==> src/sesl_pkg.sv <==
package sesl_pkg;
   // ---------------------------------------------------------------
   // sizes
   // ---------------------------------------------------------------
   localparam int unsigned NUM_REGS  = 10;
   localparam int unsigned REG_BITS  = 16;
   localparam int unsigned IDX_BITS  = 4;

   // ---------------------------------------------------------------
   // reset values
   // ---------------------------------------------------------------
   localparam logic [15:0] ENABLE_RST  = 16'hffff;
   localparam logic [9:0]  SERVICE_RST = 10'h000;

   // ---------------------------------------------------------------
   // command codes
   // ---------------------------------------------------------------
   typedef enum logic [3:0] {
      SESL_CMD_NONE       = 4'h0,
      SESL_CMD_EN_WR_ALL  = 4'h1,
      SESL_CMD_EN_WR_BIT  = 4'h2,
      SESL_CMD_EN_RD_ALL  = 4'h3,
      SESL_CMD_EN_RD_BIT  = 4'h4,
      SESL_CMD_EV_RD_ALL  = 4'h5,
      SESL_CMD_EV_RD_BIT  = 4'h6,
      SESL_CMD_GL_RD_ALL  = 4'h7,
      SESL_CMD_GL_RD_REG  = 4'h8,
      SESL_CMD_SM_WR_ALL  = 4'h9,
      SESL_CMD_SM_WR_REG  = 4'ha,
      SESL_CMD_SM_RD_ALL  = 4'hb,
      SESL_CMD_SM_RD_REG  = 4'hc,
      SESL_CMD_DEFAULTS   = 4'hd
   } sesl_cmd_type;

   // ---------------------------------------------------------------
   // answer states
   // ---------------------------------------------------------------
   typedef enum logic [0:0] {
      SESL_IDLE = 1'b0,
      SESL_ANS  = 1'b1
   } sesl_state_type;
endpackage

==> src/sesl_event_reg.sv <==
`timescale 1ns/100ps
// one event register with its enable mask and edge latch
module sesl_event_reg #(
   parameter int unsigned WIDTH = 16
) (
   input  wire logic             clk,
   input  wire logic             rst,
   input  wire logic [WIDTH-1:0] cond,
   input  wire logic             en_load,
   input  wire logic [WIDTH-1:0] en_value,
   input  wire logic [WIDTH-1:0] ev_clear,
   output logic      [WIDTH-1:0] enable,
   output logic      [WIDTH-1:0] events
);
   logic [WIDTH-1:0] cond_ff;
   logic [WIDTH-1:0] enable_ff;
   logic [WIDTH-1:0] events_ff;
   logic [WIDTH-1:0] rise;

   // ---------------------------------------------------------------
   // edge latch
   // ---------------------------------------------------------------
   assign rise = cond & ~cond_ff & enable_ff;

   // set wins over a clear in the same cycle
   always_ff @(posedge clk or posedge rst) begin
      if (rst) begin
         cond_ff   <= '0;
         enable_ff <= WIDTH'(sesl_pkg::ENABLE_RST);
         events_ff <= '0;
      end else begin
         cond_ff   <= cond;
         events_ff <= (events_ff & ~ev_clear) | rise;
         if (en_load) begin
            enable_ff <= en_value;
         end
      end
   end

   assign enable = enable_ff;
   assign events = events_ff;
endmodule

==> src/sesl_status_summary.sv <==
`timescale 1ns/100ps
// Summary of operation
// - enable query returns sum of enabled weights
// - bits outside mask count as disabled
// - bit enable query, index 0..15, returns 0/1
// - global query sums weights of active registers
// - global register query returns any enabled event
// - indicator mask write replaces whole connection set
// - single indicator write changes only that register
// - indicator lit on connected enabled set event
// - indicator mask query sums connected weights
// - per-register indicator query returns 0/1
// - each register holds sixteen status bits
// - enabled events latch on rising condition
// - event reads clear whole register or one bit
module sesl_status_summary #(
   parameter int unsigned NREGS = sesl_pkg::NUM_REGS,
   parameter int unsigned RBITS = sesl_pkg::REG_BITS
) (
   input  wire logic                   clk,
   input  wire logic                   rst,
   input  wire logic [NREGS*RBITS-1:0] status_cond,
   input  wire logic                   cmd_valid,
   input  wire logic [3:0]             cmd_code,
   input  wire logic [3:0]             cmd_reg,
   input  wire logic [3:0]             cmd_bit,
   input  wire logic [15:0]            cmd_value,
   output logic                        cmd_ready,
   output logic                        rsp_valid,
   output logic [15:0]                 rsp_data,
   output logic                        rsp_error,
   output logic [NREGS-1:0]            global_summary,
   output logic                        service_led
);
   // ---------------------------------------------------------------
   // storage and decode
   // ---------------------------------------------------------------
   logic [NREGS*RBITS-1:0] enable_all;
   logic [NREGS*RBITS-1:0] events_all;
   logic [NREGS-1:0]       service_ff;
   logic [NREGS-1:0]       en_load;
   logic [15:0]            en_value;
   logic [NREGS*RBITS-1:0] ev_clear;
   logic [15:0]            nxt_rsp;
   logic                   nxt_err;
   logic [15:0]            rsp_ff;
   logic                   err_ff;
   sesl_pkg::sesl_state_type state_ff;
   sesl_pkg::sesl_state_type nxt_state;
   sesl_pkg::sesl_cmd_type   cmd;
   logic                   take;
   logic                   reg_ok;
   logic [RBITS-1:0]       sel_en;
   logic [RBITS-1:0]       sel_ev;
   logic [RBITS-1:0]       bit_mask;
   logic [NREGS-1:0]       reg_mask;

   // one-hot of an index, width 16
   function automatic logic [15:0] onehot16(input logic [3:0] idx);
      onehot16 = 16'h0001 << idx;
   endfunction

   assign cmd      = sesl_pkg::sesl_cmd_type'(cmd_code);
   assign take     = cmd_valid && cmd_ready;
   assign reg_ok   = 32'(cmd_reg) < NREGS;
   assign reg_mask = NREGS'(onehot16(cmd_reg));
   assign bit_mask = RBITS'(onehot16(cmd_bit));
   assign sel_en   = reg_ok ? enable_all[cmd_reg*RBITS +: RBITS] : '0;
   assign sel_ev   = reg_ok ? events_all[cmd_reg*RBITS +: RBITS] : '0;

   // ---------------------------------------------------------------
   // event registers
   // ---------------------------------------------------------------
   genvar g;
   generate
      for (g = 0; g < NREGS; g++) begin : g_reg
         logic ld;
         logic [RBITS-1:0] clr;
         assign ld  = take && reg_ok && reg_mask[g] &&
                      (cmd == sesl_pkg::SESL_CMD_EN_WR_ALL ||
                       cmd == sesl_pkg::SESL_CMD_EN_WR_BIT);
         assign en_load[g] = ld || (take && cmd == sesl_pkg::SESL_CMD_DEFAULTS);
         // whole read clears all bits, bit read only one
         assign clr = !(take && reg_ok && reg_mask[g]) ? '0 :
                      (cmd == sesl_pkg::SESL_CMD_EV_RD_ALL) ? '1 :
                      (cmd == sesl_pkg::SESL_CMD_EV_RD_BIT) ? bit_mask : '0;
         assign ev_clear[g*RBITS +: RBITS] = clr;
         // summary bit from enabled and set events
         assign global_summary[g] = |(events_all[g*RBITS +: RBITS] &
                                      enable_all[g*RBITS +: RBITS]);
         sesl_event_reg #(
            .WIDTH    (RBITS)
         ) u_reg (
            .clk      (clk),
            .rst      (rst),
            .cond     (status_cond[g*RBITS +: RBITS]),
            .en_load  (en_load[g]),
            .en_value (RBITS'(en_value)),
            .ev_clear (ev_clear[g*RBITS +: RBITS]),
            .enable   (enable_all[g*RBITS +: RBITS]),
            .events   (events_all[g*RBITS +: RBITS])
         );
      end
   endgenerate

   // new enable word for whole or single-bit writes
   assign en_value = (cmd == sesl_pkg::SESL_CMD_DEFAULTS) ? sesl_pkg::ENABLE_RST :
                     (cmd == sesl_pkg::SESL_CMD_EN_WR_ALL) ? cmd_value :
                     cmd_value[0] ? (16'(sel_en) | 16'(bit_mask)) :
                                    (16'(sel_en) & ~16'(bit_mask));

   // indicator lamp
   assign service_led = |(global_summary & service_ff);

   // ---------------------------------------------------------------
   // indicator connection mask
   // ---------------------------------------------------------------
   always_ff @(posedge clk or posedge rst) begin
      if (rst) begin
         service_ff <= sesl_pkg::SERVICE_RST;
      end else if (take && cmd == sesl_pkg::SESL_CMD_SM_WR_ALL) begin
         service_ff <= cmd_value[NREGS-1:0];
      end else if (take && cmd == sesl_pkg::SESL_CMD_SM_WR_REG && reg_ok) begin
         service_ff <= cmd_value[0] ? (service_ff | reg_mask)
                                    : (service_ff & ~reg_mask);
      end else if (take && cmd == sesl_pkg::SESL_CMD_DEFAULTS) begin
         service_ff <= sesl_pkg::SERVICE_RST;
      end
   end

   // ---------------------------------------------------------------
   // answer selection
   // ---------------------------------------------------------------
   always_comb begin
      nxt_rsp = 16'h0000;
      nxt_err = 1'b0;
      case (cmd)
         sesl_pkg::SESL_CMD_EN_RD_ALL: nxt_rsp = 16'(sel_en);
         sesl_pkg::SESL_CMD_EN_RD_BIT: nxt_rsp = {15'h0000, |(sel_en & bit_mask)};
         sesl_pkg::SESL_CMD_EV_RD_ALL: nxt_rsp = 16'(sel_ev);
         sesl_pkg::SESL_CMD_EV_RD_BIT: nxt_rsp = {15'h0000, |(sel_ev & bit_mask)};
         sesl_pkg::SESL_CMD_GL_RD_ALL: nxt_rsp = 16'(global_summary);
         sesl_pkg::SESL_CMD_GL_RD_REG:
            nxt_rsp = {15'h0000, reg_ok && |(global_summary & reg_mask)};
         sesl_pkg::SESL_CMD_SM_RD_ALL: nxt_rsp = 16'(service_ff);
         sesl_pkg::SESL_CMD_SM_RD_REG:
            nxt_rsp = {15'h0000, reg_ok && |(service_ff & reg_mask)};
         sesl_pkg::SESL_CMD_EN_WR_ALL,
         sesl_pkg::SESL_CMD_SM_WR_ALL,
         sesl_pkg::SESL_CMD_DEFAULTS:  nxt_rsp = 16'h0000;
         default:                      nxt_rsp = 16'h0000;
      endcase
      if (cmd != sesl_pkg::SESL_CMD_GL_RD_ALL && cmd != sesl_pkg::SESL_CMD_SM_RD_ALL &&
          cmd != sesl_pkg::SESL_CMD_SM_WR_ALL && cmd != sesl_pkg::SESL_CMD_DEFAULTS &&
          !reg_ok) begin
         nxt_err = 1'b1;
      end
      if (cmd == sesl_pkg::SESL_CMD_NONE || cmd_code > 4'hd) begin
         nxt_err = 1'b1;
      end
   end

   // ---------------------------------------------------------------
   // answer sequencer
   // ---------------------------------------------------------------
   assign nxt_state = take ? sesl_pkg::SESL_ANS : sesl_pkg::SESL_IDLE;
   assign cmd_ready = (state_ff == sesl_pkg::SESL_IDLE);

   always_ff @(posedge clk or posedge rst) begin
      if (rst) begin
         state_ff <= sesl_pkg::SESL_IDLE;
         rsp_ff   <= 16'h0000;
         err_ff   <= 1'b0;
      end else begin
         state_ff <= nxt_state;
         if (take) begin
            rsp_ff <= nxt_rsp;
            err_ff <= nxt_err;
         end
      end
   end

   assign rsp_valid = (state_ff == sesl_pkg::SESL_ANS);
   assign rsp_data  = rsp_ff;
   assign rsp_error = err_ff;
endmodule

==> config.mk <==
export PLATFORM = sky130hd
export DESIGN_NAME = sesl_status_summary
export DESIGN_NICKNAME = d
export VERILOG_FILES = /design/src/sesl_pkg.sv /design/src/sesl_event_reg.sv /design/src/sesl_status_summary.sv
export SDC_FILE = /design/constraint.sdc
export NUM_CORES = 1
export LEC_CHECK = 0
export BUFFER_PORTS_ARGS = -buffer_cell sky130_fd_sc_hd__buf_2
export CAP_MARGIN = 30
export CORE_ASPECT_RATIO = 0.7
export CORE_MARGIN = 2
export CORE_UTILIZATION = 27
export CTS_CLUSTER_DIAMETER = 150
export DETAILED_ROUTE_END_ITERATION = 10
export SLEW_MARGIN = 30
export SYNTH_ARGS = -nofsm -noshare
export SYNTH_HDL_FRONTEND = slang
export SYNTH_SLANG_ARGS = --single-unit
==> constraint.sdc <==
create_clock -name clk -period 32.4 [get_ports clk]
set_input_delay 6.48 -clock clk [delete_from_list [all_inputs] [get_ports clk]]
set_output_delay 6.48 -clock clk [all_outputs]
set_load 0.05 [all_outputs]
* Word level (Yosys, flattened, before mapping)
Index checks and enable logic that the tools add are counted.
Storage, ports and cells: flip-flop bits (word level) 508, latch bits 0, bits in writable memories 0, memory bits (read-only) 0, bits of input ports 191, output and inout port bits 30, memories 0
Cells by class: add/subtract/negate cells 0, multiply operators 0, divide/modulo/power cells 0, $lt $le $gt $ge 2, equal/unequal tests 17, shifts and indexed selects 4, mux-type cells 25, bitwise operators 82, reduce and logical (&&, ||, !) cells 62
Operators by type and width (count):
- $and 16x16->16 | 43
- $not 16->16 | 21
- $shiftx 160x9->16 | 2
- $mux 16 | 17
- $reduce_or 16->1 | 12
- $or 16x16->16 | 11
- $pmux 16 s8 | 1
- $and 10x10->10 | 4
- $mux 10 | 4
- $logic_and 1x1->1 | 32
- $reduce_or 10->1 | 3
- $eq 4x4->1 const B | 6
- $eq 4x3->1 const B | 4
- $shl 1x4->16 const A | 1
- $logic_or 1x1->1 | 12
- $ne 4x4->1 const B | 3
- $not 10->10 | 1
- $or 10x10->10 | 1
- $shl 1x4->10 const A | 1
- $eq 4x2->1 const B | 2
- $eq 4x1->1 const B | 1
- $gt 4x4->1 const B | 1
- $logic_not 4->1 | 1
- $lt 4x4->1 const B | 1
- 5 further kinds | 7

* Depth between registers and ports, before layout
Gate-level depths: netlist of run 1.
word-level depth 8, gate-level depth with buffers 12, mapped depth without buffers 10

* Modules after synthesis
A second synthesis of run 1 with hierarchy kept.
Second synthesis, totals: cells, all modules 2070, area total of the unflattened synthesis 23907.9 µm²
By module, submodules not included:
- sesl_event_reg | instances 10, cells each 115, area an instance 1696.6 µm²
- sesl_status_summary | instances 1, cells each 920, area an instance 6941.7 µm²

* Least setup slack after synthesis of run 1
OpenSTA, ideal clock, no wires.
path kind reg-to-output, start reg g_reg[7].u_reg.enable_ff[4], end out service_led, arrival time 2.508 ns, path slack 23.412 ns, cell stages (with the launch flop) 7, path buffers 0, cells stage by stage dfstp_2 -> a22o_1 -> a221oi_1 -> nand4_1 -> a22o_1 -> a221oi_1 -> nand4_1
Between the ends: cells in the longest elaborated chain, start to end 4
RTL lines:
- start: declaration | line sesl_event_reg.sv:16 | logic [WIDTH-1:0] enable_ff;
- start signal: assignment | line sesl_event_reg.sv:29 | enable_ff <= WIDTH'(sesl_pkg::ENABLE_RST);
- start signal: assignment | line sesl_event_reg.sv:35 | enable_ff <= en_value;
- $and 16x16->16 | line sesl_status_summary.sv:89 | assign global_summary[g] = |(events_all[g*RBITS +: RBITS] &
- $reduce_or 16->1 | line sesl_status_summary.sv:89
- named net global_summary[7] | line sesl_status_summary.sv:32 | output logic [NREGS-1:0] global_summary,
- $and 10x10->10 | line sesl_status_summary.sv:113 | assign service_led = |(global_summary & service_ff);
- $reduce_or 10->1 | line sesl_status_summary.sv:113
- end: declaration | line sesl_status_summary.sv:33 | output logic service_led
The timed path passes the listed nets, and every way through them passes these cells.

* Worst setup path in the final report of run 1
start in cmd_reg[0], end reg g_reg[9].u_reg.enable_ff[15]
Between the ends: cells in the longest elaborated chain, start to end 6, elaborated cells between the ends (all ways) 13
RTL lines:
- start: declaration | line sesl_status_summary.sv:25 | input wire logic [3:0] cmd_reg,
- $shiftx 160x9->16 / $lt 4x4->1 (equally long branches) | line sesl_status_summary.sv:68, sesl_status_summary.sv:65
- $mux 16 | line sesl_status_summary.sv:68 | assign sel_en = reg_ok ? enable_all[cmd_reg*RBITS +: RBITS] : '0;
- $and 16x16->16 / $or 16x16->16 (equally long branches) | line sesl_status_summary.sv:110, sesl_status_summary.sv:109
- $mux 16 | line sesl_status_summary.sv:109 | cmd_value[0] ? (16'(sel_en) | 16'(bit_mask)) :
- $mux 16 | line sesl_status_summary.sv:108 | (cmd == sesl_pkg::SESL_CMD_EN_WR_ALL) ? cmd_value :
- $mux 16 | line sesl_status_summary.sv:107 | assign en_value = (cmd == sesl_pkg::SESL_CMD_DEFAULTS) ? sesl_pkg::ENABLE_RST :
- end signal: assignment | line sesl_event_reg.sv:29
- end signal: assignment | line sesl_event_reg.sv:35
- end: declaration | line sesl_event_reg.sv:16
Parallel ways exist; a longest one is shown, timed or not. A chain may end at the register's enable or synchronous reset.

==> impl_metrics.json, run 1 <==
{
  "drtPass1Iterations": 5,
  "status": "finished clean",
  "postRouteAntennaNets": 0,
  "final_cell_mix": "dfrtp_1 (348), nand2_1 (248), buf_2 (223), o21ai_0 (187), mux2_2 (169)",
  "clkLatencyLatePin_ns": 0.64,
  "power.density_nw_per_um2": 75.3,
  "routedWlPerCell_um": 31.7,
  "dieWidth_um": 354,
  "seq_area_frac_synth_pct": 55.9,
  "nNetsFinal": 2314,
  "cts_max_level": 2,
  "grt_pass1_wl_um": 147000,
  "slew_headroom_pct": 23.3,
  "worst_slew_pin_slew_ns": 1.14,
  "dp_hpwl_um": 79400,
  "netlist_instances": 1889,
  "dp_cells": 3206,
  "antennaDiodeCount": 0,
  "ys_seq_elements": 508,
  "hold_violations": 0,
  "crit_fanout": 57,
  "io_pins": 221,
  "cp_cell_sequence": "buf_4 > buf_4 > buf_4 > and4bb_2 > nand2_1 > o21ai_2 > mux2_2",
  "drv_cap": 0,
  "antenna_found_initial": 10,
  "holdWs_ns": 0.470,
  "final_common_cell": "dfrtp_1",
  "cp.required_ns": 32.92,
  "synth_ff_type": "dfrtp_1",
  "cts.sinks": 508,
  "fmax_mhz": 94.5,
  "drt-initial-drc-count": 2332,
  "cts_tree": "yes",
  "worst_path_largest_cell_delay_ns": 0.94,
  "peakVddDrop_uv": 50.3,
  "vias": 18682,
  "crit_type": "input port to flip-flop",
  "total_power_mw": 2.07,
  "setup_viol": 0,
  "root_buffer": "clkbuf_16",
  "ys_warn_count": 0,
  "max-clock-path-buffers": 3,
  "finalCritPeriodShare_pct": 32.6,
  "worst_path_max_delay_cell": "o21ai_2",
  "nFillCells": 8552,
  "skew_ns": 0.0548,
  "cpLargestDelayFamily": "buffers and inverters",
  "async_reset_ff_share_pct": 100,
  "grt_pass1_vias": 18395,
  "path_buf_inv": 3,
  "io_buffer_count": 220,
  "grt_use_total_pct": 23.4,
  "initial_core_util_pct": 27.3,
  "rsz0062_at_grt": "false",
  "synth_area_per_cell_um2": 12.2,
  "end_kind": "flip-flop",
  "min_period_ns": 10.58,
  "worstSetupStartpointType": "input port",
  "grt_overflow": 0,
  "grt_max_degree": 165,
  "pre_cts_slack_ns": 21.37,
  "row_count": 89,
  "synth_area_um2": 23100,
  "dieArea_um2": 87900,
  "drive_above_1_share_pct": 35.6,
  "clkTransAtPathRegs_ns": 0.06,
  "cts_setup_buffers": 0,
  "syn_nets": 2080,
  "numCtsBuffers": 51,
  "p_leak_nw": 11.1,
  "cts_resized": 0,
  "routed_via_density": 5.66,
  "slew_viol_final": 0,
  "tns_ns": 0,
  "cp_common_cell": "buf_4",
  "cts_hold_buf": 0,
  "synth-edff-count": 0,
  "die_y_um": 249,
  "coreArea_um2": 84500,
  "drc": 0,
  "gp_congestion": 0.976,
  "synth_cell_type_count": 74,
  "hp-class": "flip-flop to flip-flop",
  "drt_wl_total_um": 105000,
  "worst_slack_ns": 21.82,
  "stdcell_count": 3302,
  "crit_arrival_ns": 11.10,
  "area.growth.synth_to_final_pct": 18.8
}
==> area by class of cell <==
type / count / area [um^2] / share of cell area [%]
clock buffer: 78 / 1500 / 5.46
clock inverter: 17 / 225 / 0.821
inverter: 4 / 22.5 / 0.0821
multi-input combinational: 1292 / 9870 / 36.0
sequential: 508 / 12900 / 47.1
tap: 1137 / 1420 / 5.18
timing repair buffer: 266 / 1490 / 5.42
==> metrics by stage <==
stage	cell area, um^2	util [%]
finish	27400	32.5
global route	27400	32.5
CTS	27400	32.4
detailed placement	25700	30.4
global placement	25500	30.2
floorplan	23100	-
==> cell families after synthesis <==
group / after synthesis / synth area share [%]
flops: 508 / 55.9
mux: 271 / 15.5
compound gates: 465 / 13.7
buf+inv: 89 / 2.10
simple gates: 556 / 12.8
==> path summary, 6_finish.rpt <==
path / from / end / slack [ns] / cells past startpoint
setup / recovery: cmd_reg[0] / g_reg[9].u_reg.enable[15] / 21.82 / 7
hold / removal: rsp_data[7] / rsp_data[7] / 0.47 / 1
setup reg to reg: rsp_valid / g_reg[6].u_reg.enable[5] / 28.92 / 9
hold reg to reg: rsp_data[7] / rsp_data[7] / 0.47 / 1
max in group asynchronous: rst / rsp_data[8] / 23.59 / 6
min in group asynchronous: rst / g_reg[4].u_reg.cond_ff[9] / 5.91 / 2
==> synth_stat cells, drive strengths merged (6+ instances only) <==
master | n | area share [%]
a221oi | 41 | 1.6
a21oi | 27 | 0.60
a31oi | 30 | 0.81
nor3 | 15 | 0.35
nand2 | 248 | 4.0
dfstp | 160 | 18
dfrtp | 348 | 38
mux2 | 170 | 8.3
nor2b | 10 | 0.27
nand2b | 10 | 0.27
a22o | 43 | 1.6
nand3 | 13 | 0.28
buf | 45 | 1.4
nor2 | 52 | 0.85
o22ai | 15 | 0.41
and2 | 6 | 0.16
mux2i | 50 | 2.2
o211ai | 23 | 0.86
nand3b | 160 | 5.2
a32oi | 8 | 0.30
clkbuf | 40 | 0.66
a222oi | 9 | 0.39
nand4 | 14 | 0.38
o21ai | 200 | 4.7
a22oi | 36 | 1.2
mux4 | 51 | 5.0
a21o | 6 | 0.20
==> flip-flops by register name, summed over array words and instances, names as in the netlist <==
signal / cells
g.u_reg.enable: 160
service_ff: 10
rsp_data: 16
rsp_valid: 1
rsp_error: 1
g.u_reg.events: 160
g.u_reg.cond_ff: 160
==> metal layers <==
metal | global-route usage [%] | vias up | wire, um
li1 | - | 7611 | -
met1 | 34.6 | 9828 | 46800
met4 | 6.01 | 0 | 2760
met5 | 0 | - | 0
met2 | 31.9 | 1129 | 42400
met3 | 8.26 | 114 | 12800
==> power by group <==
part / switching [mW] / total, mW / internal (mW)
combinational: 0.294 / 0.470 / 0.176
clock: 0.270 / 0.616 / 0.346
sequential: 0.178 / 0.981 / 0.803
==> worst reg2reg max path, delay by kind of cell, from the launching register on <==
family	cells	cell delay [ns]
compound gates	1	0.94
simple gates	3	0.91
flops	1	0.37
mux	1	0.43
buf+inv	4	0.79
Power figures use the tool's default switching activity.
==> run 2, diff against run 1 <==
--- a/config.mk
+++ b/config.mk
@@ -5,6 +5,7 @@
 export SDC_FILE = /design/constraint.sdc
 export NUM_CORES = 1
 export LEC_CHECK = 0
+export ABC_AREA = 1
 export BUFFER_PORTS_ARGS = -buffer_cell sky130_fd_sc_hd__buf_2
 export CAP_MARGIN = 30
 export CORE_ASPECT_RATIO = 0.7
==> constraint.sdc (replaced) <==
create_clock -name clk -period 9.45 [get_ports clk]
set_input_delay 1.89 -clock clk [delete_from_list [all_inputs] [get_ports clk]]
set_output_delay 1.89 -clock clk [all_outputs]
set_load 0.05 [all_outputs]
==> impl_metrics.json, run 2 <==
{
  "min_period_ns": 4.87,
  "synth_area_per_cell_um2": 7.67,
  "status": "finished clean",
  "met2_usage_pct": 32.7,
  "drive_above_1_share_pct": 16.5,
  "nFillCells": 9474,
  "worst_path_max_delay_cell": "o211ai_4",
  "peakVddDrop_uv": 145,
  "hold_violations": 0,
  "synth_top_area_share_pct": 36.0,
  "netlist_top_cells_count": "nand2_1 (1285), nor2_1 (388), dfrtp_1 (348)",
  "numCtsBuffers": 52,
  "worstHoldEndpoint": "rsp_data[10]",
  "seq_area_frac_synth_pct": 53.4,
  "grt_overflow": 0,
  "nNetsFinal": 3546,
  "drt_wl_total_um": 109000,
  "cts_tree": "yes",
  "worstSetupStartpointType": "input port",
  "use_met3_pct": 6.31,
  "skew_ns": 0.0199,
  "syn_nets": 3346,
  "routed_via_density": 4.97,
  "area.growth.synth_to_final_pct": 17.8,
  "initial_core_util_pct": 27.3,
  "clkLatencyLatePin_ns": 0.63,
  "r2r-start": "g_reg[4].u_reg.enable[7]",
  "cts_resized": 0,
  "cts_max_level": 2,
  "tns_ns": 0,
  "ys_seq_elements": 508,
  "drt-initial-drc-count": 2918,
  "placement.cell_area_um2": 26700,
  "ys_warn_count": 0,
  "fmax_mhz": 205,
  "final_area_um2": 28500,
  "pwr-share-clk_pct": 35.0,
  "power.density_nw_per_um2": 220,
  "antenna_found_initial": 5,
  "swShare_pct": 32.9,
  "cts_setup_buffers": 0,
  "netlist_instances": 3155,
  "stdcell_count": 4561,
  "cts.sinks": 508,
  "final_common_cell": "nand2_1",
  "synth_ff_type": "dfrtp_1",
  "synth_top_area_cell": "dfrtp_1",
  "drv_cap": 0,
  "reg2reg_slack_ns": 6.39,
  "vias": 22672,
  "cts_hold_buf": 0,
  "async_reset_ff_share_pct": 100,
  "crit_arrival_ns": 5.41,
  "setup_viol": 0,
  "worst_path_largest_cell_delay_ns": 0.71,
  "pwr-share-seq_pct": 44.1,
  "reg2reg_to": "g_reg[7].u_reg.enable[7]",
  "rr_worst_depth": 10,
  "grt_pass1_vias": 21183,
  "io_buffer_count": 220,
  "synth_area_um2": 24200,
  "rsz0062_at_grt": "false",
  "dp_cells": 4462,
  "multi_input_area_um2": 10000,
  "path_buf_inv": 2,
  "hp-start": "rsp_data[10]",
  "cp_cell_sequence": "buf_4 > inv_4 > nand2_2 > nor2_1 > nor2_1 > nand2_1 > nand2_1 > nand3_1 > o21ai_1 > o211ai_4 > nand2_1 > o21ai_0",
  "postRouteAntennaNets": 0,
  "regArea_um2": 12900,
  "synth_cell_type_count": 39,
  "grt_pass1_wl_um": 155000,
  "drtPass1Iterations": 6,
  "cp_common_cell": "nand2_1",
  "combPwrFrac_pct": 20.9,
  "gp_congestion": 1.06,
  "hp-class": "flip-flop to flip-flop",
  "hold_depth": 2,
  "p_sw_mw": 2.06,
  "synth-edff-count": 0,
  "row_count": 91,
  "synth_area_leaders": "dfrtp_1 (36%), nand2_1 (20%), dfstp_2 (17%), o21ai_0 (7.1%), nor2_1 (6.0%)",
  "io_pins": 221,
  "synthMostInstantiatedCell": "nand2_1",
  "clkTransAtPathRegs_ns": 0.06,
  "p_leak_nw": 12.8,
  "total_power_mw": 6.26,
  "crit_start": "cmd_reg[0]",
  "grt_use_total_pct": 23.5,
  "coreArea_um2": 88500,
  "final_cell_mix": "nand2_1 (1284), nor2_1 (385), dfrtp_1 (348), o21ai_0 (345), inv_1 (236)",
  "drc": 0,
  "max-clock-path-buffers": 3,
  "grt_busiest_layer": "met1",
  "end_kind": "flip-flop",
  "slew_viol_final": 0,
  "dieWidth_um": 362,
  "root_buffer": "clkbuf_16",
  "holdWs_ns": 0.475,
  "grt.met1_usage_pct": 35.1,
  "worst_slew_pin_slew_ns": 1.09,
  "cpLargestDelayFamily": "simple AND/OR/NAND/NOR gates",
  "crit_type": "input port to flip-flop",
  "routedWlPerCell_um": 24.0,
  "die_y_um": 254,
  "grt_max_degree": 169,
  "slew_headroom_pct": 27.6,
  "dp_hpwl_um": 81800,
  "cp.required_ns": 9.99,
  "p_int_mw": 4.20,
  "crit_fanout": 53,
  "dieArea_um2": 92100,
  "finalCritPeriodShare_pct": 51.5
}
## run 2: cell count changes after synthesis, moves of 158 or more
cell / before / now
nand2_1: 248 / 1285
nor2_1: 52 / 388
inv_1: 3 / 237
mux2_2: 169 / 0
nand3b_1: 160 / 1
o21ai_0: 187 / 345
## run 2: worst register-to-register path, stage by stage (launching register included)
cell	delay, ns
dfstp_2	0.53
inv_1	0.06
o21ai_0	0.49
nand2_1	0.23
nand2_1	0.17
nand2_1	0.09
nand3_1	0.27
o21ai_1	0.16
o211ai_4	0.71
nand2_1	0.16
o21ai_0	0.12
## run 2: cell families (layout without fill, tap and decap cells)
logic type,Yosys count,in the layout,share of synthesized area [%]
AND/OR/NAND/NOR,1779,1779,28.5
AO/OA/AOI/OAI,520,520,12.1
flip-flops,508,508,53.4
buffers and inverters,348,591,6.07
other,0,1,0
## run 2: area by class of cell
type | instances | share of cell area (%)
flip-flops and latches | 508 | 45.3
multi-input cells | 2299 | 35.1
clock buffers | 80 | 5.43
well taps | 1162 | 5.10
repair buffers | 251 | 5.03
inverters | 243 | 3.23
clock inverters | 17 | 0.808
diodes | 1 | 0.00878
## run 2: metrics by stage
step / worst slack, ns / utilization [%]
final: 4.58 / 32.2
after global placement: 4.11 / 30.0
after detailed placement: 4.10 / 30.2
after CTS: 4.67 / 32.2
after floorplan: 0.794 / -
after global routing: 4.46 / 32.2
## run 2: worst max path at each step
stage | endpoint | slack (ns) | cells after the start
final | g_reg[7].u_reg.enable[7] | 4.58 | 12
after global routing | g_reg[7].u_reg.enable[7] | 4.46 | 12
after CTS | g_reg[7].u_reg.enable[7] | 4.67 | 12
after detailed placement | g_reg[7].u_reg.enable[7] | 4.10 | 12
after global placement | g_reg[3].u_reg.enable[0] | 4.11 | 12
after floorplan | g_reg[0].u_reg.cond_ff[0] | 0.79 | 1
## run 2: per-layer routing
| metal | wire length [um] | vias up |
|---|---|---|
| met4 | 3300 | 0 |
| met3 | 12000 | 149 |
| met2 | 43600 | 1221 |
| met1 | 50300 | 10971 |
| li1 | - | 10331 |
| met5 | 0 | - |
## run 2: power groups by stage
stage	sequential, mW	clock (mW)	combinational (mW)
floorplan	2.76	0	0.733
global placement	2.79	0	1.26
detailed placement	2.79	0	1.26
CTS	2.76	2.22	1.27
global route	2.79	2.31	1.42
finish	2.76	2.19	1.31
